===== src/design/mfre_pkg.sv =====
// constants and types of the multi-line fast read engine
package mfre_pkg;
  // ==========================================================
  // instruction codes
  localparam logic [7:0] CMD_QUAD_OUT = 8'h6B;
  localparam logic [7:0] CMD_DUAL_IO = 8'hBB;
  localparam logic [7:0] CMD_QUAD_IO = 8'hEB;
  localparam logic [7:0] CMD_WORD_QIO = 8'hE7;
  // ==========================================================
  // phase lengths in serial clocks, minus one
  localparam logic [4:0] CMD_CLK_SINGLE = 5'h07;
  localparam logic [4:0] CMD_CLK_QUAD = 5'h01;
  localparam logic [4:0] ADDR_CLK_X1 = 5'h17;
  localparam logic [4:0] ADDR_CLK_X2 = 5'h0B;
  localparam logic [4:0] ADDR_CLK_X4 = 5'h05;
  localparam logic [4:0] MODE_CLK_X2 = 5'h03;
  localparam logic [4:0] MODE_CLK_X4 = 5'h01;
  localparam logic [4:0] DUMMY_QUAD_OUT = 5'h07;
  localparam logic [4:0] DUMMY_QUAD_IO = 5'h03;
  localparam logic [4:0] DUMMY_WORD_QIO = 5'h01;
  localparam logic [2:0] OUT_BEATS_X2 = 3'h3;
  localparam logic [2:0] OUT_BEATS_X4 = 3'h1;
  // ==========================================================
  // fields and reset values
  localparam logic [1:0] CONT_KEEP = 2'b10;
  localparam int MODE_SEL_LSB = 4;
  localparam int WRAP_DIS_POS = 0;
  localparam int WRAP_LEN_LSB = 1;
  localparam logic [2:0] WRAP_RESET = 3'h1;
  localparam logic [1:0] RDPARAM_RESET = 2'h0;
  localparam logic [8:0] WRAP_MIN_LEN = 9'h008;
  localparam logic [7:0] UNDERRUN_BYTE = 8'hFF;
  localparam logic [3:0] OE_X2 = 4'h3;
  localparam logic [3:0] OE_X4 = 4'hF;
  // ==========================================================
  // types
  typedef enum logic [2:0] {
    ST_IDLE = 3'h0,
    ST_CMD = 3'h1,
    ST_ADDR = 3'h2,
    ST_MODE = 3'h3,
    ST_DUMMY = 3'h4,
    ST_DATA = 3'h5,
    ST_IGN = 3'h6
  } mfre_state_t;
  typedef enum logic [1:0] {
    LW_X1 = 2'h0,
    LW_X2 = 2'h1,
    LW_X4 = 2'h2
  } mfre_width_t;
endpackage


===== src/design/mfre_engine.sv =====
// multi-line fast read engine of a serial flash device
`timescale 1ns/100ps
// Functional notes
// - quad output read needs quad permit bit
// - quad output: 24-bit address single line, eight dummies
// - lane values ignored during dummies, host releases
// - quad output, dual io refused in four-wire mode
// - dual io: address two bits per clock
// - mode byte follows address, only bits 5:4 used
// - select pair 10: next frame skips instruction
// - other select pair leaves continuous mode
// - quad io: four-lane address, four dummies
// - quad io read needs quad permit bit
// - wrap stays inside aligned section until deselect
// - wrap settings: disable bit plus length field
// - four-wire dummy count 2/4/6/8, default 2
// - four-wire mode byte counts as dummy
// - continuous mode also works in four-wire mode
// - no wrap in four-wire mode
// - word read: even address (address bit 0 not forced or checked), two dummies
// - word read needs permit, supports continuous mode
// - bytes msb first, address advances per byte
// - wrap disable bit resets to one
module mfre_engine #(
  parameter int BUF_DEPTH = 2,
  parameter int DATA_W = 8
) (
  // clock and reset
  input wire logic sys_clk_i,
  input wire logic rst_i,
  // serial pins
  input wire logic spi_cs_n_i,
  input wire logic spi_sclk_i,
  input wire logic [3:0] serial_lane_i,
  output logic [3:0] serial_lane_o,
  output logic [3:0] serial_lane_oe_o,
  // configuration
  input wire logic quad_lane_permit_bit_i,
  input wire logic four_wire_command_mode_i,
  input wire logic wrap_load_i,
  input wire logic [2:0] wrap_settings_i,
  input wire logic read_param_load_i,
  input wire logic [1:0] read_param_i,
  // status
  output logic read_active_o,
  output logic execute_in_place_o,
  output logic [2:0] wrap_settings_o,
  output logic [1:0] read_param_o,
  // array read port
  output logic mem_req_o,
  output logic [23:0] mem_addr_o,
  input wire logic [DATA_W-1:0] mem_rdata_i,
  input wire logic mem_rvalid_i,
  output logic mem_rready_o
);
  localparam int PW = $clog2(BUF_DEPTH);
  localparam int CW = $clog2(BUF_DEPTH + 1);

  if (BUF_DEPTH < 2 || (BUF_DEPTH & (BUF_DEPTH - 1)) != 0 || DATA_W != 8) begin : g_check
    $error("mfre_engine: unsupported buffer depth or data width");
  end

  // ==========================================================
  // pin synchronisers
  logic cs_s1_r, cs_s2_r, ck_s1_r, ck_s2_r, ck_s3_r;
  logic [3:0] ln_s1_r, ln_s2_r;
  logic rise_w, fall_w;

  always_ff @(posedge sys_clk_i) begin
    if (rst_i) begin
      cs_s1_r <= 1'b1;
      cs_s2_r <= 1'b1;
      ck_s1_r <= 1'b0;
      ck_s2_r <= 1'b0;
      ck_s3_r <= 1'b0;
      ln_s1_r <= 4'h0;
      ln_s2_r <= 4'h0;
    end else begin
      cs_s1_r <= spi_cs_n_i;
      cs_s2_r <= cs_s1_r;
      ck_s1_r <= spi_sclk_i;
      ck_s2_r <= ck_s1_r;
      ck_s3_r <= ck_s2_r;
      ln_s1_r <= serial_lane_i;
      ln_s2_r <= ln_s1_r;
    end
  end

  assign rise_w = ck_s2_r & ~ck_s3_r;
  assign fall_w = ~ck_s2_r & ck_s3_r;

  // ==========================================================
  // configuration
  logic [2:0] wrap_r, wrap_nxt;
  logic [1:0] rp_r, rp_nxt;

  always_comb begin
    wrap_nxt = wrap_load_i ? wrap_settings_i : wrap_r;
    rp_nxt = read_param_load_i ? read_param_i : rp_r;
  end

  always_ff @(posedge sys_clk_i) begin
    if (rst_i) begin
      wrap_r <= mfre_pkg::WRAP_RESET;
      rp_r <= mfre_pkg::RDPARAM_RESET;
    end else begin
      wrap_r <= wrap_nxt;
      rp_r <= rp_nxt;
    end
  end

  // ==========================================================
  // frame sequencer
  mfre_pkg::mfre_state_t st_r, st_nxt;
  mfre_pkg::mfre_width_t in_w;
  logic [4:0] cnt_r, cnt_nxt;
  logic [31:0] sh_r, sh_nxt, sh_in_w;
  logic [7:0] cmd_r, cmd_nxt, oby_w, osh_r, osh_nxt, wmask_w, wlo_w;
  logic cont_r, cont_nxt, fetch_r, fetch_nxt, req_r, req_nxt, pend_r, pend_nxt;
  logic [23:0] fa_r, fa_nxt, fa_inc_w, fa_adv_w, maddr_r, maddr_nxt;
  logic [3:0] lane_r, lane_nxt, oe_r, oe_nxt;
  logic [2:0] ocnt_r, ocnt_nxt;
  logic act_r, qpi_w, dual_w, cmd_ok_w, wrap_on_w, mode_done_w, pop_w, push_w;
  logic [DATA_W-1:0] buf_r [BUF_DEPTH];
  logic [DATA_W-1:0] buf_nxt [BUF_DEPTH];
  logic [PW-1:0] wrp_r, wrp_nxt, rdp_r, rdp_nxt;
  logic [CW-1:0] bcnt_r, bcnt_nxt;
  logic rready_r, rready_nxt;

  function automatic logic [4:0] addr_clks(input logic [7:0] c);
    if (c == mfre_pkg::CMD_QUAD_OUT) begin
      return mfre_pkg::ADDR_CLK_X1;
    end else if (c == mfre_pkg::CMD_DUAL_IO) begin
      return mfre_pkg::ADDR_CLK_X2;
    end
    return mfre_pkg::ADDR_CLK_X4;
  endfunction

  assign qpi_w = four_wire_command_mode_i;
  assign dual_w = (cmd_r == mfre_pkg::CMD_DUAL_IO);
  assign mode_done_w = !cs_s2_r && st_r == mfre_pkg::ST_MODE && rise_w && cnt_r == 5'h00;
  assign oby_w = (bcnt_r != '0) ? buf_r[rdp_r] : mfre_pkg::UNDERRUN_BYTE;
  assign pop_w = !cs_s2_r && st_r == mfre_pkg::ST_DATA && fall_w && ocnt_r == 3'h0
                 && bcnt_r != '0;
  assign push_w = mem_rvalid_i && rready_r && fetch_r;

  // wrap only for the quad io reads in single-line command mode
  assign wrap_on_w = !wrap_r[mfre_pkg::WRAP_DIS_POS] && !qpi_w
                     && (cmd_r == mfre_pkg::CMD_QUAD_IO || cmd_r == mfre_pkg::CMD_WORD_QIO);
  assign wmask_w = 8'((mfre_pkg::WRAP_MIN_LEN << wrap_r[2:mfre_pkg::WRAP_LEN_LSB]) - 9'h001);
  assign fa_inc_w = fa_r + 24'h000001;
  assign wlo_w = (fa_r[7:0] & ~wmask_w) | (fa_inc_w[7:0] & wmask_w);
  assign fa_adv_w = wrap_on_w ? {fa_r[23:8], wlo_w} : fa_inc_w;

  always_comb begin
    if (st_r == mfre_pkg::ST_CMD) begin
      in_w = qpi_w ? mfre_pkg::LW_X4 : mfre_pkg::LW_X1;
    end else if (cmd_r == mfre_pkg::CMD_QUAD_OUT) begin
      in_w = mfre_pkg::LW_X1;
    end else if (dual_w) begin
      in_w = mfre_pkg::LW_X2;
    end else begin
      in_w = mfre_pkg::LW_X4;
    end
    unique case (in_w)
      mfre_pkg::LW_X1: sh_in_w = {sh_r[30:0], ln_s2_r[0]};
      mfre_pkg::LW_X2: sh_in_w = {sh_r[29:0], ln_s2_r[1:0]};
      default: sh_in_w = {sh_r[27:0], ln_s2_r};
    endcase
    cmd_ok_w = (sh_in_w[7:0] == mfre_pkg::CMD_QUAD_OUT && quad_lane_permit_bit_i && !qpi_w)
               || (sh_in_w[7:0] == mfre_pkg::CMD_DUAL_IO && !qpi_w)
               || (sh_in_w[7:0] == mfre_pkg::CMD_QUAD_IO && quad_lane_permit_bit_i)
               || (sh_in_w[7:0] == mfre_pkg::CMD_WORD_QIO && quad_lane_permit_bit_i && !qpi_w);
  end

  always_comb begin
    st_nxt = st_r;
    cnt_nxt = cnt_r;
    sh_nxt = sh_r;
    cmd_nxt = cmd_r;
    cont_nxt = cont_r;
    fa_nxt = fa_r;
    fetch_nxt = fetch_r;
    req_nxt = 1'b0;
    pend_nxt = pend_r;
    maddr_nxt = maddr_r;
    lane_nxt = lane_r;
    oe_nxt = oe_r;
    osh_nxt = osh_r;
    ocnt_nxt = ocnt_r;
    if (cs_s2_r) begin
      st_nxt = mfre_pkg::ST_IDLE;
      fetch_nxt = 1'b0;
      oe_nxt = 4'h0;
      ocnt_nxt = 3'h0;
    end else begin
      unique case (st_r)
        mfre_pkg::ST_IDLE: begin
          if (cont_r) begin
            st_nxt = mfre_pkg::ST_ADDR;
            cnt_nxt = addr_clks(cmd_r);
          end else begin
            st_nxt = mfre_pkg::ST_CMD;
            cnt_nxt = qpi_w ? mfre_pkg::CMD_CLK_QUAD : mfre_pkg::CMD_CLK_SINGLE;
          end
        end
        mfre_pkg::ST_CMD: begin
          if (rise_w) begin
            sh_nxt = sh_in_w;
            cnt_nxt = cnt_r - 5'h01;
            if (cnt_r == 5'h00) begin
              cmd_nxt = sh_in_w[7:0];
              if (cmd_ok_w) begin
                st_nxt = mfre_pkg::ST_ADDR;
                cnt_nxt = addr_clks(sh_in_w[7:0]);
              end else begin
                st_nxt = mfre_pkg::ST_IGN;
              end
            end
          end
        end
        mfre_pkg::ST_ADDR: begin
          if (rise_w) begin
            sh_nxt = sh_in_w;
            cnt_nxt = cnt_r - 5'h01;
            if (cnt_r == 5'h00) begin
              fa_nxt = sh_in_w[23:0];
              fetch_nxt = 1'b1;
              if (cmd_r == mfre_pkg::CMD_QUAD_OUT) begin
                st_nxt = mfre_pkg::ST_DUMMY;
                cnt_nxt = mfre_pkg::DUMMY_QUAD_OUT;
              end else begin
                st_nxt = mfre_pkg::ST_MODE;
                cnt_nxt = dual_w ? mfre_pkg::MODE_CLK_X2 : mfre_pkg::MODE_CLK_X4;
              end
            end
          end
        end
        mfre_pkg::ST_MODE: begin
          if (rise_w) begin
            sh_nxt = sh_in_w;
            cnt_nxt = cnt_r - 5'h01;
            if (cnt_r == 5'h00) begin
              // only the select pair counts, low nibble ignored
              cont_nxt = (sh_in_w[mfre_pkg::MODE_SEL_LSB +: 2] == mfre_pkg::CONT_KEEP);
              if (dual_w) begin
                st_nxt = mfre_pkg::ST_DATA;
              end else if (qpi_w) begin
                st_nxt = (rp_r == 2'h0) ? mfre_pkg::ST_DATA : mfre_pkg::ST_DUMMY;
                cnt_nxt = {2'b00, rp_r, 1'b0} - 5'h01;
              end else if (cmd_r == mfre_pkg::CMD_WORD_QIO) begin
                st_nxt = mfre_pkg::ST_DUMMY;
                cnt_nxt = mfre_pkg::DUMMY_WORD_QIO;
              end else begin
                st_nxt = mfre_pkg::ST_DUMMY;
                cnt_nxt = mfre_pkg::DUMMY_QUAD_IO;
              end
            end
          end
        end
        mfre_pkg::ST_DUMMY: begin
          // lane values are not looked at here
          if (rise_w) begin
            cnt_nxt = cnt_r - 5'h01;
            if (cnt_r == 5'h00) begin
              st_nxt = mfre_pkg::ST_DATA;
            end
          end
        end
        mfre_pkg::ST_DATA: begin
          if (fall_w) begin
            oe_nxt = dual_w ? mfre_pkg::OE_X2 : mfre_pkg::OE_X4;
            if (ocnt_r == 3'h0) begin
              lane_nxt = dual_w ? {2'b00, oby_w[7:6]} : oby_w[7:4];
              osh_nxt = dual_w ? {oby_w[5:0], 2'b00} : {oby_w[3:0], 4'h0};
              ocnt_nxt = dual_w ? mfre_pkg::OUT_BEATS_X2 : mfre_pkg::OUT_BEATS_X4;
            end else begin
              lane_nxt = dual_w ? {2'b00, osh_r[7:6]} : osh_r[7:4];
              osh_nxt = dual_w ? {osh_r[5:0], 2'b00} : {osh_r[3:0], 4'h0};
              ocnt_nxt = ocnt_r - 3'h1;
            end
          end
        end
        mfre_pkg::ST_IGN: begin
          oe_nxt = 4'h0;
        end
        default: st_nxt = mfre_pkg::ST_IDLE;
      endcase
    end
    // prefetch one byte at a time into the buffer
    if (mem_rvalid_i && rready_r) begin
      pend_nxt = 1'b0;
    end
    if (fetch_r && !cs_s2_r && !pend_r && !req_r && bcnt_r < CW'(BUF_DEPTH)) begin
      req_nxt = 1'b1;
      pend_nxt = 1'b1;
      maddr_nxt = fa_r;
      fa_nxt = fa_adv_w;
    end
  end

  always_ff @(posedge sys_clk_i) begin
    if (rst_i) begin
      st_r <= mfre_pkg::ST_IDLE;
      cnt_r <= 5'h00;
      sh_r <= 32'h00000000;
      cmd_r <= 8'h00;
      cont_r <= 1'b0;
      fa_r <= 24'h000000;
      fetch_r <= 1'b0;
      req_r <= 1'b0;
      pend_r <= 1'b0;
      maddr_r <= 24'h000000;
      lane_r <= 4'h0;
      oe_r <= 4'h0;
      osh_r <= 8'h00;
      ocnt_r <= 3'h0;
      act_r <= 1'b0;
    end else begin
      st_r <= st_nxt;
      cnt_r <= cnt_nxt;
      sh_r <= sh_nxt;
      cmd_r <= cmd_nxt;
      cont_r <= cont_nxt;
      fa_r <= fa_nxt;
      fetch_r <= fetch_nxt;
      req_r <= req_nxt;
      pend_r <= pend_nxt;
      maddr_r <= maddr_nxt;
      lane_r <= lane_nxt;
      oe_r <= oe_nxt;
      osh_r <= osh_nxt;
      ocnt_r <= ocnt_nxt;
      act_r <= (st_nxt != mfre_pkg::ST_IDLE);
    end
  end

  // ==========================================================
  // two-entry read buffer
  always_comb begin
    wrp_nxt = wrp_r;
    rdp_nxt = rdp_r;
    bcnt_nxt = bcnt_r;
    for (int i = 0; i < BUF_DEPTH; i++) begin
      buf_nxt[i] = buf_r[i];
    end
    if (cs_s2_r) begin
      wrp_nxt = '0;
      rdp_nxt = '0;
      bcnt_nxt = '0;
    end else begin
      if (push_w) begin
        buf_nxt[wrp_r] = mem_rdata_i;
        wrp_nxt = wrp_r + 1'b1;
      end
      if (pop_w) begin
        rdp_nxt = rdp_r + 1'b1;
      end
      bcnt_nxt = bcnt_r + CW'(push_w) - CW'(pop_w);
    end
    rready_nxt = (bcnt_nxt < CW'(BUF_DEPTH));
  end

  always_ff @(posedge sys_clk_i) begin
    buf_r <= buf_nxt;
    if (rst_i) begin
      wrp_r <= '0;
      rdp_r <= '0;
      bcnt_r <= '0;
      rready_r <= 1'b0;
    end else begin
      wrp_r <= wrp_nxt;
      rdp_r <= rdp_nxt;
      bcnt_r <= bcnt_nxt;
      rready_r <= rready_nxt;
    end
  end

  assign serial_lane_o = lane_r;
  assign serial_lane_oe_o = oe_r;
  assign read_active_o = act_r;
  assign execute_in_place_o = cont_r;
  assign wrap_settings_o = wrap_r;
  assign read_param_o = rp_r;
  assign mem_req_o = req_r;
  assign mem_addr_o = maddr_r;
  assign mem_rready_o = rready_r;
endmodule


===== config.mk =====
export PLATFORM = sky130hd
export DESIGN_NAME = mfre_engine
export DESIGN_NICKNAME = d
export VERILOG_FILES = /design/src/design/mfre_pkg.sv /design/src/design/mfre_engine.sv
export SDC_FILE = /design/constraint.sdc
export NUM_CORES = 1
export LEC_CHECK = 0
export BUFFER_PORTS_ARGS = -buffer_cell sky130_fd_sc_hd__clkbuf_2
export CORE_ASPECT_RATIO = 1.5
export CORE_MARGIN = 1.5
export CORE_UTILIZATION = 50
export DETAILED_ROUTE_END_ITERATION = 12
export GPL_TIMING_DRIVEN = 0
export MAX_ROUTING_LAYER = met4
export PLACE_DENSITY = 0.7
export SETUP_SLACK_MARGIN = 0.3
export SLEW_MARGIN = 25
export SYNTH_ARGS = -nofsm -noshare
export SYNTH_HDL_FRONTEND = slang
export SYNTH_SLANG_ARGS = --single-unit

===== constraint.sdc =====
create_clock -name sys_clk_i -period 2.8 [get_ports sys_clk_i]
set_input_delay 0.42 -clock sys_clk_i [delete_from_list [all_inputs] [get_ports sys_clk_i]]
set_output_delay 0.42 -clock sys_clk_i [all_outputs]
set_load 0.005 [all_outputs]

# [Word level (Yosys, flattened, before mapping)]
# Cells that the tools add are included.
[classes] eq_ne=23 n_reduce_logical=55 bitwise_logic=11 magnitude_cmp=5 mux=83 shifts=1 add_sub_neg=9
[ops] cell="$mux W24" n=6
[ops] cell="$mux W5" n=17
[ops] cell="$mux W8" n=8
[ops] cell="$eq A8 B8 Y1 const B" n=6
[ops] cell="$pmux W24 S2" n=1
[ops] cell="$mux W3" n=14
[ops] cell="$pmux W5 S5" n=1
[ops] cell="$add A24 B1 Y24 const B" n=1
[ops] cell="$mux W4" n=5
[ops] cell="$logic_and A1 B1 Y1" n=19
[ops] cell="$mux W1" n=18
[ops] cell="$mux W2" n=9
[ops] cell="$pmux W3 S6" n=1
[ops] cell="$and A8 B8 Y8" n=2
[ops] cell="$bwmux W16" n=1
[ops] cell="$eq A8 B7 Y1 const B" n=2
[ops] cell="$ne A2 B2 Y1 const B" n=6
[ops] cell="$reduce_and A4 Y1" n=3
[ops] cell="$reduce_bool A2 Y1" n=6
[ops] cell="$eq A3 B3 Y1 const B" n=3
[ops] cell="$reduce_and A3 Y1" n=3
[ops] cell="$demux W8 S1" n=1
[ops] cell="$not A8 Y8" n=1
[ops] cell="$or A8 B8 Y8" n=1
[ops] cell="other kinds (32)" n=52
[totals] out_inout_bits=41 reg_bits=150 elab_cells=218 inputBits=26

# [Depth between registers and ports, before layout]
# Gate-level depths: netlist of the first run.
[logic_depth] depth_word=22 ltp_mapped=12 ltp_nobuf=12

# [Worst setup path before layout of the first run]
# Ideal clock, no wire load.
[synth_timing] kind="flip-flop to flip-flop" from="register st_r[0]" to="register cnt_r[4]" period_less_slack_ns=2.541 slack_ns=0.259 t_arrival_ns=2.426 required_ns=2.685 path_stages_with_launch=11 path_buffers=3 path_cell_list="dfxtp_1 -> buf_4 -> or3b_1 -> buf_6 -> nor2_4 -> nor2_2 -> buf_6 -> a2111o_1 -> and3_4 -> or4_1 -> o21ba_1"
[synth_between] elab_chain_len=17 word_cells_on_any_way=41
[synth_rtl] element="from (decl)" line_no="mfre_engine.sv:114" rtl="mfre_pkg::mfre_state_t st_r, st_nxt;"
[synth_rtl] element="from (signal assigned)" line_no="mfre_engine.sv:304" rtl="st_r <= mfre_pkg::ST_IDLE;"
[synth_rtl] element="from (signal assigned)" line_no="mfre_engine.sv:320" rtl="st_r <= st_nxt;"
[synth_rtl] element="$eq A3 B1 Y1" line_no="mfre_engine.sv:156, mfre_engine.sv:197"
[synth_rtl] element="$mux W2" line_no="mfre_engine.sv:156" rtl="if (st_r == mfre_pkg::ST_CMD) begin"
[synth_rtl] element="$eq A2 B1 Y1 / $logic_not A2 Y1 (equally long branches)" line_no="mfre_engine.sv:165" rtl="unique case (in_w)"
[synth_rtl] element="$pmux W24 S2" line_no="mfre_engine.sv:165"
[synth_rtl] element="$eq A8 B8 Y1" line_no="mfre_engine.sv:133, mfre_engine.sv:171"
[synth_rtl] element="$mux W1" line_no="mfre_engine.sv:133" rtl="end else if (c == mfre_pkg::CMD_DUAL_IO) begin"
[synth_rtl] element="$mux W1" line_no="mfre_engine.sv:131" rtl="if (c == mfre_pkg::CMD_QUAD_OUT) begin"
[synth_rtl] element="$mux W1" line_no="mfre_engine.sv:213" rtl="if (cmd_ok_w) begin"
[synth_rtl] element="$mux W1" line_no="mfre_engine.sv:211" rtl="if (cnt_r == 5'h00) begin"
[synth_rtl] element="$mux W1" line_no="mfre_engine.sv:208" rtl="if (rise_w) begin"
[synth_rtl] element="$mux W1" line_no="mfre_engine.sv:197" rtl="unique case (st_r)"
[synth_rtl] element="$mux W1" line_no="mfre_engine.sv:191" rtl="if (cs_s2_r) begin"
[synth_rtl] element="$mux W5" line_no="mfre_engine.sv:136" rtl="return mfre_pkg::ADDR_CLK_X4;"
[synth_rtl] element="$mux W5" line_no="mfre_engine.sv:213"
[synth_rtl] element="$mux W5" line_no="mfre_engine.sv:211"
[synth_rtl] element="$mux W5" line_no="mfre_engine.sv:208"
[synth_rtl] element="$pmux W5 S5" line_no="mfre_engine.sv:197"
[synth_rtl] element="to (signal assigned)" line_no="mfre_engine.sv:321" rtl="cnt_r <= cnt_nxt;"
[synth_rtl] element="to (decl)" line_no="mfre_engine.sv:116" rtl="logic [4:0] cnt_r, cnt_nxt;"
# Several ways; a longest one is shown, not always the timed one. The select of a mux whose other input is x is not followed.
# A chain may end at the register's enable or synchronous reset.

# [Worst setup path after layout of the first run]
# Ends and elaborated chain as after synthesis.

==> flow_summary.ini, run 1 <==
[worst_setup_path]
timing.rr.end = cnt_r[4]
startpoint_type = register
cp-startpoint = st_r[0]
crit_type = register to register
endpoint_kind = register
reg2reg_from = st_r[0]
cp_max_fo = 8
arrival_ns = 2.95
rrSetupSlack_ns = 0.18
worstSetupEndpoint = cnt_r[4]
critPathRequiredTime_ns = 3.12
rr_worst_depth = 10

[floorplanning]
fp.dieH_um = 154
core_region_area_um2 = 14700
core.rowCount = 54
io_pins = 67
die-area_um2 = 15900
start_util = 0.516
die_w_um = 103

[clock_tree]
clockRootBuffer = clkbuf_16
numCtsBuffers = 17
cts_tree = yes
clk_latency_ns = 0.43
cts_num_sinks = 146
clkTransAtPathRegs_ns = 0.07
cts_buffer_depth = 2
h-tree-depth = 4

[cells_and_area]
final_common_cell = nand2_1
finalNonFillerCells = 1262
multi_input_area_um2 = 4450
nNetsFinal = 1087
diodes = 0
regArea_um2 = 3100
drive_gt1_frac = 0.224
final_util = 0.637
area_growth_pct = 23.6
layout_common_cells = nand2_1 (162), dfxtp_1 (120), nor2_1 (93)
fillers = 1344

[sta]
fin_skew_ns = 0.0137
rsz0062_at_grt = true
drv_slew = 0
max_freq_mhz = 381
maxSlewHeadroom = 0.433
fin_crit_ns = 2.62
tightest_slew_ns = 0.851
finalHoldViolations = 0
hold-worst-slack_ns = 0.177
min_period_over_period = 0.937
setup_violations = 0

[synthesis]
postSynthAreaPerCell_um2 = 8.03
synth_cells = 942
synthesis.area_um2 = 7560
ys_seq_area_frac = 0.408
synth_edf_count = 16
async_flop_share = 0
ys_types = 90
ys_ff_latch = 146
yosys_warnings = 0
syn-num-nets = 976
synthFlopType = dfxtp_1

[pwr]
power_switching_w = 0.00121
sequentialPowerShare = 0.466
p_leak_nw = 3.33
p_clk_frac = 0.490
p_int_w = 0.00340
netSwitchingFraction = 0.262
peakVddDrop_mv = 0.420
combPwrFrac = 0.044
pwr_density_cell_nw_per_um2 = 493

[worst_hold_path]
hold_class = primary input to register
whs_path_depth = 2

[placement]
io_buffer_count = 65
place_congestion = 1.01
hpwl_mm = 16.1
placedCellCount = 1203

[global_routing]
antenna_found_initial = 0
grt_usage = 0.298
first_global_vias = 6975
grt_max_degree = 18
grt_pass1_wl_mm = 35.5
grt.overflow.total = 0

[route]
vias = 7479
dr.pass1.iters = 5
wl_per_cell_um = 17.9
ant_nets = 0
vias_per_cell = 5.93
totalWireLength_mm = 22.6
drc = 0
drt_iter0_markers = 599

[run_status]
outcome = completed

[job]
maxCapViolations = 0
## flip-flops by register name, indices dropped and copies added, names as in the netlist, 2 cells and up, named ones only
register / cells
mem_addr_o: 24
sh_r: 23
fa_r: 19
buf_r: 16
cmd_r: 8
osh_r: 6
cnt_r: 5
ln_s1_r: 4
ln_s2_r: 4
serial_lane_o: 4
ocnt_r: 3
st_r: 3
wrap_settings_o: 3
bcnt_r: 2
read_param_o: 2
serial_lane_oe_o: 2
## metrics by stage
step                      area, um^2  setup WS [ns]  TNS [ns]  power [W]
after floorplan                 7560          0.259         0    0.00230
after CTS                       9000          0.173         0    0.00462
after detailed placement        8140         -0.362     -5.57    0.00238
final                           9340          0.175         0    0.00461
after global placement          8130         -0.357     -5.28    0.00237
after global routing            9340          0.132         0    0.00476
## cell usage after synthesis, drive strengths merged (5+ instances only)
cell / instances / share of area
a211oi: 12 / 0.013
a21oi: 92 / 0.061
a221oi: 7 / 0.0081
a31oi: 18 / 0.015
buf: 15 / 0.011
clkbuf: 54 / 0.027
dfxtp: 130 / 0.34
edfxtp: 16 / 0.064
ha: 8 / 0.013
inv: 19 / 0.0094
mux2: 6 / 0.0089
mux2i: 34 / 0.045
nand2: 167 / 0.083
nand2b: 11 / 0.0091
nand3: 26 / 0.017
nand4: 9 / 0.0074
nor2: 99 / 0.050
nor2b: 20 / 0.017
nor3: 33 / 0.024
nor4: 8 / 0.0074
o211ai: 10 / 0.0099
o21ai: 31 / 0.021
o22ai: 5 / 0.0041
or2: 7 / 0.0058
xnor2: 6 / 0.0070
xor2: 6 / 0.0070
## cell families after synthesis
kind of cell | Yosys count | synth area share
adder cells (fa/ha/maj) | 9 | 0.0146
XOR/XNOR | 12 | 0.0139
AO/OA/AOI/OAI | 225 | 0.189
flip-flops | 146 | 0.408
multiplexers | 42 | 0.0599
AND/OR/NAND/NOR | 420 | 0.267
buffers and inverters | 88 | 0.0475
## worst min-delay path by stage
stage                     slack, ns           start        end
after floorplan                0.39         cs_s1_r    cs_s2_r
after global placement         0.39         cs_s1_r    cs_s2_r
after detailed placement       0.41         cs_s1_r    cs_s2_r
after CTS                      0.17  mem_rdata_i[4]  buf_r[12]
after global routing           0.16  mem_rdata_i[5]  buf_r[13]
final                          0.18      spi_cs_n_i    cs_s1_r
## routing by layer
metal | part of all wire | track usage | routed length, um
met1 | 0.38 | 0.335 | 8680
met2 | 0.51 | 0.492 | 11600
met3 | 0.052 | 0.0436 | 1170
met4 | 0.053 | 0.173 | 1200
met5 | 0 | - | 0
## critical path, cell delays in order, from the launching register on
cell and delay (ns):
dfxtp_2 0.34, buf_6 0.09, or3b_4 0.36, buf_6 0.14, nor2_4 0.12, nor2_2 0.06
buf_6 0.14, a2111o_1 0.43, and3_4 0.18, or4_4 0.48, o21ba_1 0.18
## what timing repair did
| item | 4_1_cts | 5_1_grt |
|---|---|---|
| setup buffers | 16 | 11 |
| hold endpoints to repair | 0 | 0 |
| pin swaps | 10 | 19 |
| endpoints found under the setup margin | 56 | 58 |
| gates resized for setup | 44 | 92 |
| hold buffers | 0 | 0 |
## power by group through the flow
stage | clock, W | sequential, W | combinational, W
floorplan | 0 | 0.00219 | 0.000108
global placement | 0 | 0.00219 | 0.000182
detailed placement | 0 | 0.00219 | 0.000183
CTS | 0.00228 | 0.00215 | 0.000191
global route | 0.00239 | 0.00215 | 0.000222
finish | 0.00225 | 0.00215 | 0.000205
## final cells by class
class / instances / area share
repair buffers: 92 / 0.0583
inverters: 19 / 0.00763
clock inverters: 15 / 0.0177
flip-flops and latches: 146 / 0.331
plain buffers: 69 / 0.0374
clock buffers: 17 / 0.0455
well taps: 196 / 0.0262
multi-input cells: 708 / 0.476
Power figures use the tool's default switching activity.
==> inputs of run 2 (changes only) <==
--- a/config.mk
+++ b/config.mk
@@ -8,11 +8,11 @@
 export BUFFER_PORTS_ARGS = -buffer_cell sky130_fd_sc_hd__clkbuf_2
 export CORE_ASPECT_RATIO = 1.5
 export CORE_MARGIN = 1.5
-export CORE_UTILIZATION = 50
+export CORE_UTILIZATION = 39
 export DETAILED_ROUTE_END_ITERATION = 12
 export GPL_TIMING_DRIVEN = 0
 export MAX_ROUTING_LAYER = met4
-export PLACE_DENSITY = 0.7
+export PLACE_DENSITY = 0.57
 export SETUP_SLACK_MARGIN = 0.3
 export SLEW_MARGIN = 25
 export SYNTH_ARGS = -nofsm -noshare
==> run 2 against run 1 <==
Against the previous run: non-clock buffer count is 14 higher; count of clock-buffer cells in the layout stayed put; hold slack worse by 0.028 ns; die area is 27% higher; power is 1.8% higher; first-iteration DRC count is 10% lower; clock skew is 0.0047 ns lower; clock power is 4% higher; flip-flop and latch count stayed put; register-to-register slack better by 0.03 ns; combinational power is 6% higher; largest power group unchanged; highest routed layer unchanged.
==> flow_summary.ini, run 2 (synthesis results as in run 1) <==
[clock_tree]
numCtsBuffers = 17
h-tree-depth = 4
clockRootBuffer = clkbuf_16
cts_buffer_depth = 2
cts_tree = yes
cts_num_sinks = 146
clk_latency_ns = 0.45
hold_buffers = 0
clkTransAtPathRegs_ns = 0.07

[sta]
hold-worst-slack_ns = 0.149
min_period_over_period = 0.926
tightest_slew_ns = 0.910
fin_crit_ns = 2.59
drv_slew = 0
setup_violations = 0
fin_skew_ns = 0.00903
rsz0062_at_grt = true
max_freq_mhz = 386
tns_ns = 0
finalHoldViolations = 0
maxSlewHeadroom = 0.393

[pwr]
p_leak_nw = 3.40
peakVddDrop_mv = 0.309
pwr_density_cell_nw_per_um2 = 489

[worst_hold_path]
hold_class = primary input to register

[cells_and_area]
diodes = 0
area_growth_pct = 26.8
layout_common_cells = nand2_1 (162), dfxtp_1 (120), a21oi_1 (92)
nNetsFinal = 1101
largest_reg_flops = 24
drive_gt1_frac = 0.236
final_common_cell = nand2_1

[route]
drc = 0
wl_per_cell_um = 18.5
vias = 7555
vias_per_cell = 5.65
dr.pass1.iters = 6
drt_iter0_markers = 537
ant_nets = 0
totalWireLength_mm = 24.7

[worst_setup_path]
cp_max_fo = 6
timing.rr.end = cnt_r[4]
reg2reg_from = st_r[0]
worstSetupEndpoint = cnt_r[4]
rrSetupSlack_ns = 0.21
max_stage_delay_ns = 0.49
startpoint_type = register
cp_slowest_cell = or4_4
rr_worst_depth = 10
critPathRequiredTime_ns = 3.14
cp-startpoint = st_r[0]
arrival_ns = 2.94
path_cells = buf_6, or3b_4, buf_6, nor2_4, nor2_4, buf_6, a2111o_1, and3_4, or4_4, o21ba_1
cpMostUsedCell = buf_6
crit_type = register to register
endpoint_kind = register

[floorplanning]
core.rowCount = 62
fp.dieH_um = 174
start_util = 0.396
die-area_um2 = 20200
die_w_um = 117
core_region_area_um2 = 19100
io_pins = 67

[job]
maxCapViolations = 0

[global_routing]
grt_pass1_wl_mm = 37.9
antenna_found_initial = 0
top_usage_layer = met2
grt.overflow.total = 0
grt_max_degree = 17
first_global_vias = 7244
met2_usage = 0.426
grt_usage = 0.251
met3_usage = 0.0402
use_met1 = 0.266

[placement]
hpwl_mm = 17.4
io_buffer_count = 65
place_congestion = 0.922

[run_status]
outcome = completed
-- run 2: worst min-delay path by stage --
| stage | cells past startpoint | to | from |
|---|---|---|---|
| floorplan | 1 | cs_s2_r | cs_s1_r |
| global placement | 1 | cs_s2_r | cs_s1_r |
| detailed placement | 1 | cs_s2_r | cs_s1_r |
| CTS | 2 | cs_s1_r | spi_cs_n_i |
| global route | 1 | buf_r[14] | mem_rdata_i[6] |
| finish | 2 | cs_s1_r | spi_cs_n_i |
-- run 2: per-layer routing --
metal / wire, um / share of wire
met1: 9280 / 0.38
met5: 0 / 0
met2: 12900 / 0.52
met4: 1370 / 0.055
met3: 1150 / 0.046
-- run 2: repair_timing --
action,4_1_cts,5_1_grt
buffers inserted,22,18
setup endpoints to repair,65,80
gates cloned,0,1
pin swaps,8,21
gates resized for setup,65,79
-- run 2: area by class of cell --
class                      instances  area, um^2
tap                              256         320
clock buffer                      17         425
buffer                            69         357
multi-input combinational        708        4500
timing repair buffer             106         641
sequential                       146        3100
fill                            1927        9500
clock inverter                    15         166
inverter                          19        71.3
-- run 2: power breakdown --
| part | internal [W] | leakage [nW] | switching [W] |
|---|---|---|---|
| Clock | 0.00127 | 0.288 | 0.00106 |
| Sequential | 0.00213 | 1.20 | 0.0000180 |
| Combinational | 0.0000770 | 1.91 | 0.000140 |
-- run 2: per-stage QoR --
stage                     setup slack, ns  total power (W)  area (um^2)  utilization  cells
after global routing                0.148          0.00481         9590        0.502   1336
after detailed placement           -0.559          0.00238         8220        0.431   1263
final                               0.208          0.00469         9590        0.502   1336
after global placement             -0.555          0.00238         8210        0.430   1263
after floorplan                     0.259          0.00230         7560            -    942
after CTS                           0.165          0.00470         9200        0.482   1317
-- run 2: critical path: cells and delay by family (launching register included) --
| kind | cells | cell delay [ns] |
|---|---|---|
| AND/OR/NAND/NOR | 5 | 1.23 |
| AO/OA/AOI/OAI | 2 | 0.54 |
| flip-flops | 1 | 0.34 |
| buffers and inverters | 3 | 0.38 |
==> inputs of run 3 (changes only) <==
--- a/config.mk
+++ b/config.mk
@@ -5,6 +5,7 @@
 export SDC_FILE = /design/constraint.sdc
 export NUM_CORES = 1
 export LEC_CHECK = 0
+export ABC_AREA = 1
 export BUFFER_PORTS_ARGS = -buffer_cell sky130_fd_sc_hd__clkbuf_2
 export CORE_ASPECT_RATIO = 1.5
 export CORE_MARGIN = 1.5
==> run 3 against run 2 <==
Against the previous run: hold slack improved by 0.027 ns; core utilization down 0.73 points; critical endpoint is now cnt_r[1]; power fell by 0.58%; synthesized cell count up 7.1%; setup slack improved by 0.10 ns; count of clock-buffer cells in the layout increased by 4; area after synthesis shrank 1.7%; non-clock buffer count fell by 41; clock power shrank 2%.
==> flow_summary.ini, run 3 <==
[pwr]
peakVddDrop_mv = 0.304
pwr_density_cell_nw_per_um2 = 506
p_leak_nw = 3.80

[floorplanning]
die_w_um = 116
die-area_um2 = 19900
io_pins = 67
fp.dieH_um = 172
core_region_area_um2 = 18600
core.rowCount = 61
start_util = 0.399

[clock_tree]
cts_num_sinks = 146
clkTransAtPathRegs_ns = 0.06
hold_buffers = 0
numCtsBuffers = 17
clockRootBuffer = clkbuf_16
clk_latency_ns = 0.43
h-tree-depth = 4
cts_buffer_depth = 2
cts_tree = yes

[route]
vias = 7182
drc = 0
wl_per_cell_um = 16.1
totalWireLength_mm = 22.3
drt_iter0_markers = 362
vias_per_cell = 5.20
ant_nets = 0
dr.pass1.iters = 5

[worst_hold_path]
hold_class = primary input to register

[synthesis]
yosys-top-cells-count = nand2_1 (142), dfxtp_1 (130), inv_1 (130), nor2_1 (117), o21ai_0 (106)
ys_ff_latch = 146
synthesis.area_um2 = 7430
synth.area.top_cells = dfxtp_1 (35%), nand2_1 (7.2%), o21ai_0 (7.1%), a21oi_1 (6.9%), inv_1 (6.6%)
yosys_warnings = 0
yosysMostFrequentCell = nand2_1
synth_cells = 1009
syn-num-nets = 1043
ys_types = 52
synth_top_area_cell = dfxtp_1
postSynthAreaPerCell_um2 = 7.37
synth.top_cell.area_share = 0.350
ys_seq_area_frac = 0.415
async_flop_share = 0
synthFlopType = dfxtp_1
synth_edf_count = 16

[sta]
fin_crit_ns = 2.49
drv_slew = 0
finalHoldViolations = 0
tns_ns = 0
setup_violations = 0
maxSlewHeadroom = 0.418
hold-worst-slack_ns = 0.176
rsz0062_at_grt = true
fin_skew_ns = 0.00985
tightest_slew_ns = 0.873
worst_slack_ns = 0.308
min_period_over_period = 0.890
max_freq_mhz = 401

[global_routing]
antenna_found_initial = 0
first_global_vias = 6822
grt.overflow.total = 0
grt_max_degree = 17
grt_usage = 0.235
grt_pass1_wl_mm = 34.9

[cells_and_area]
largest_reg_flops = 24
area_growth_pct = 24.0
final_common_cell = nand2_1
layout_common_cells = nand2_1 (134), inv_1 (123), dfxtp_1 (123)
diodes = 0
fillers = 1915
nNetsFinal = 1152
drive_gt1_frac = 0.221

[job]
maxCapViolations = 0

[worst_setup_path]
cp_max_fo = 8
arrival_ns = 2.85
endpoint_kind = register
critPathRequiredTime_ns = 3.15
startpoint_type = register
crit_type = register to register

[placement]
hpwl_mm = 16.7
dp_slack_ns = -0.355
place_congestion = 0.914
io_buffer_count = 65

[run_status]
outcome = completed
==> run 3: changes by cell type in the layout (fill, tap and decap cells not counted), sizes merged, moves of 11 or more <==
cell	delta
o21ai	+83
nand3	+14
inv	+113
nor3	-16
a21oi	+11
nand2b	-11
clkbuf	-14
buf	-23
mux2i	-34
nor2b	-20
nor2	+27
==> run 3: per-stage QoR <==
stage / cells / total power, W / utilization / instance area (um^2)
floorplan: 1009 / 0.00231 / - / 7430
global placement: 1326 / 0.00240 / 0.434 / 8070
detailed placement: 1326 / 0.00240 / 0.434 / 8080
CTS: 1364 / 0.00469 / 0.476 / 8870
global route: 1382 / 0.00481 / 0.495 / 9220
finish: 1382 / 0.00466 / 0.495 / 9220
==> run 3: layout make-up <==
class	count	area [um^2]	share of cell area
buffer	45	241	0.0262
clock inverter	10	124	0.0134
multi-input combinational	680	3900	0.423
timing repair buffer	89	548	0.0594
inverter	139	537	0.0582
clock buffer	21	460	0.0499
tap	252	315	0.0342
sequential	146	3090	0.335
==> run 3: power breakdown <==
| group | leakage (nW) | switching, W | internal, W | total, W |
|---|---|---|---|---|
| registers | 1.20 | 0.0000115 | 0.00213 | 0.00214 |
| clock network | 0.289 | 0.000919 | 0.00137 | 0.00228 |
| logic | 2.32 | 0.000156 | 0.0000791 | 0.000235 |
==> run 3: critical path: stages (launching register included) <==
cell,delay (ns)
dfxtp_2,0.40
inv_4,0.08
nand3_4,0.15
clkinv_4,0.11
nand2_4,0.12
nand2_8,0.09
buf_12,0.15
o21ai_4,0.20
nand2_2,0.09
nor2_4,0.19
nand4_1,0.17
nand4_4,0.17
nand2_2,0.08
nand2_1,0.06
nand3_1,0.09
nand2_1,0.08
nand2_1,0.07
a21oi_2,0.11
==> run 3: layer usage <==
layer  GRT usage  vias up  part of all wire
met4       0.136        0             0.043
li1            -     3617                 -
met3      0.0301       63             0.032
met2       0.423      199              0.53
met5           -        -                 0
met1       0.243     3303              0.39
==> run 3: worst paths after layout <==
check	from	to	slack, ns	cells after the start
worst max register to register	st_r[2]	cnt_r[1]	0.31	17
worst max-delay path	st_r[2]	cnt_r[1]	0.31	17
worst min register to register	ck_s1_r	ck_s2_r	0.40	2
worst min-delay path	mem_rdata_i[7]	buf_r[15]	0.18	1
==> run 3: logic make-up (layout without fill, tap and decap cells) <==
logic type,count (synthesis),count (layout),synth area share
AND/OR/NAND/NOR,367,368,0.231
AO/OA/AOI/OAI,291,291,0.225
buffers and inverters,184,304,0.101
flip-flops,146,146,0.415
XOR/XNOR,13,13,0.0153
adder cells (fa/ha/maj),8,8,0.0135
==> run 3: repair_timing <==
item | 4_1_cts | 5_1_grt
buffers inserted | 7 | 16
gates cloned | 0 | 2
resized for setup | 39 | 59
pin swaps | 5 | 27
setup endpoints to repair | 52 | 54
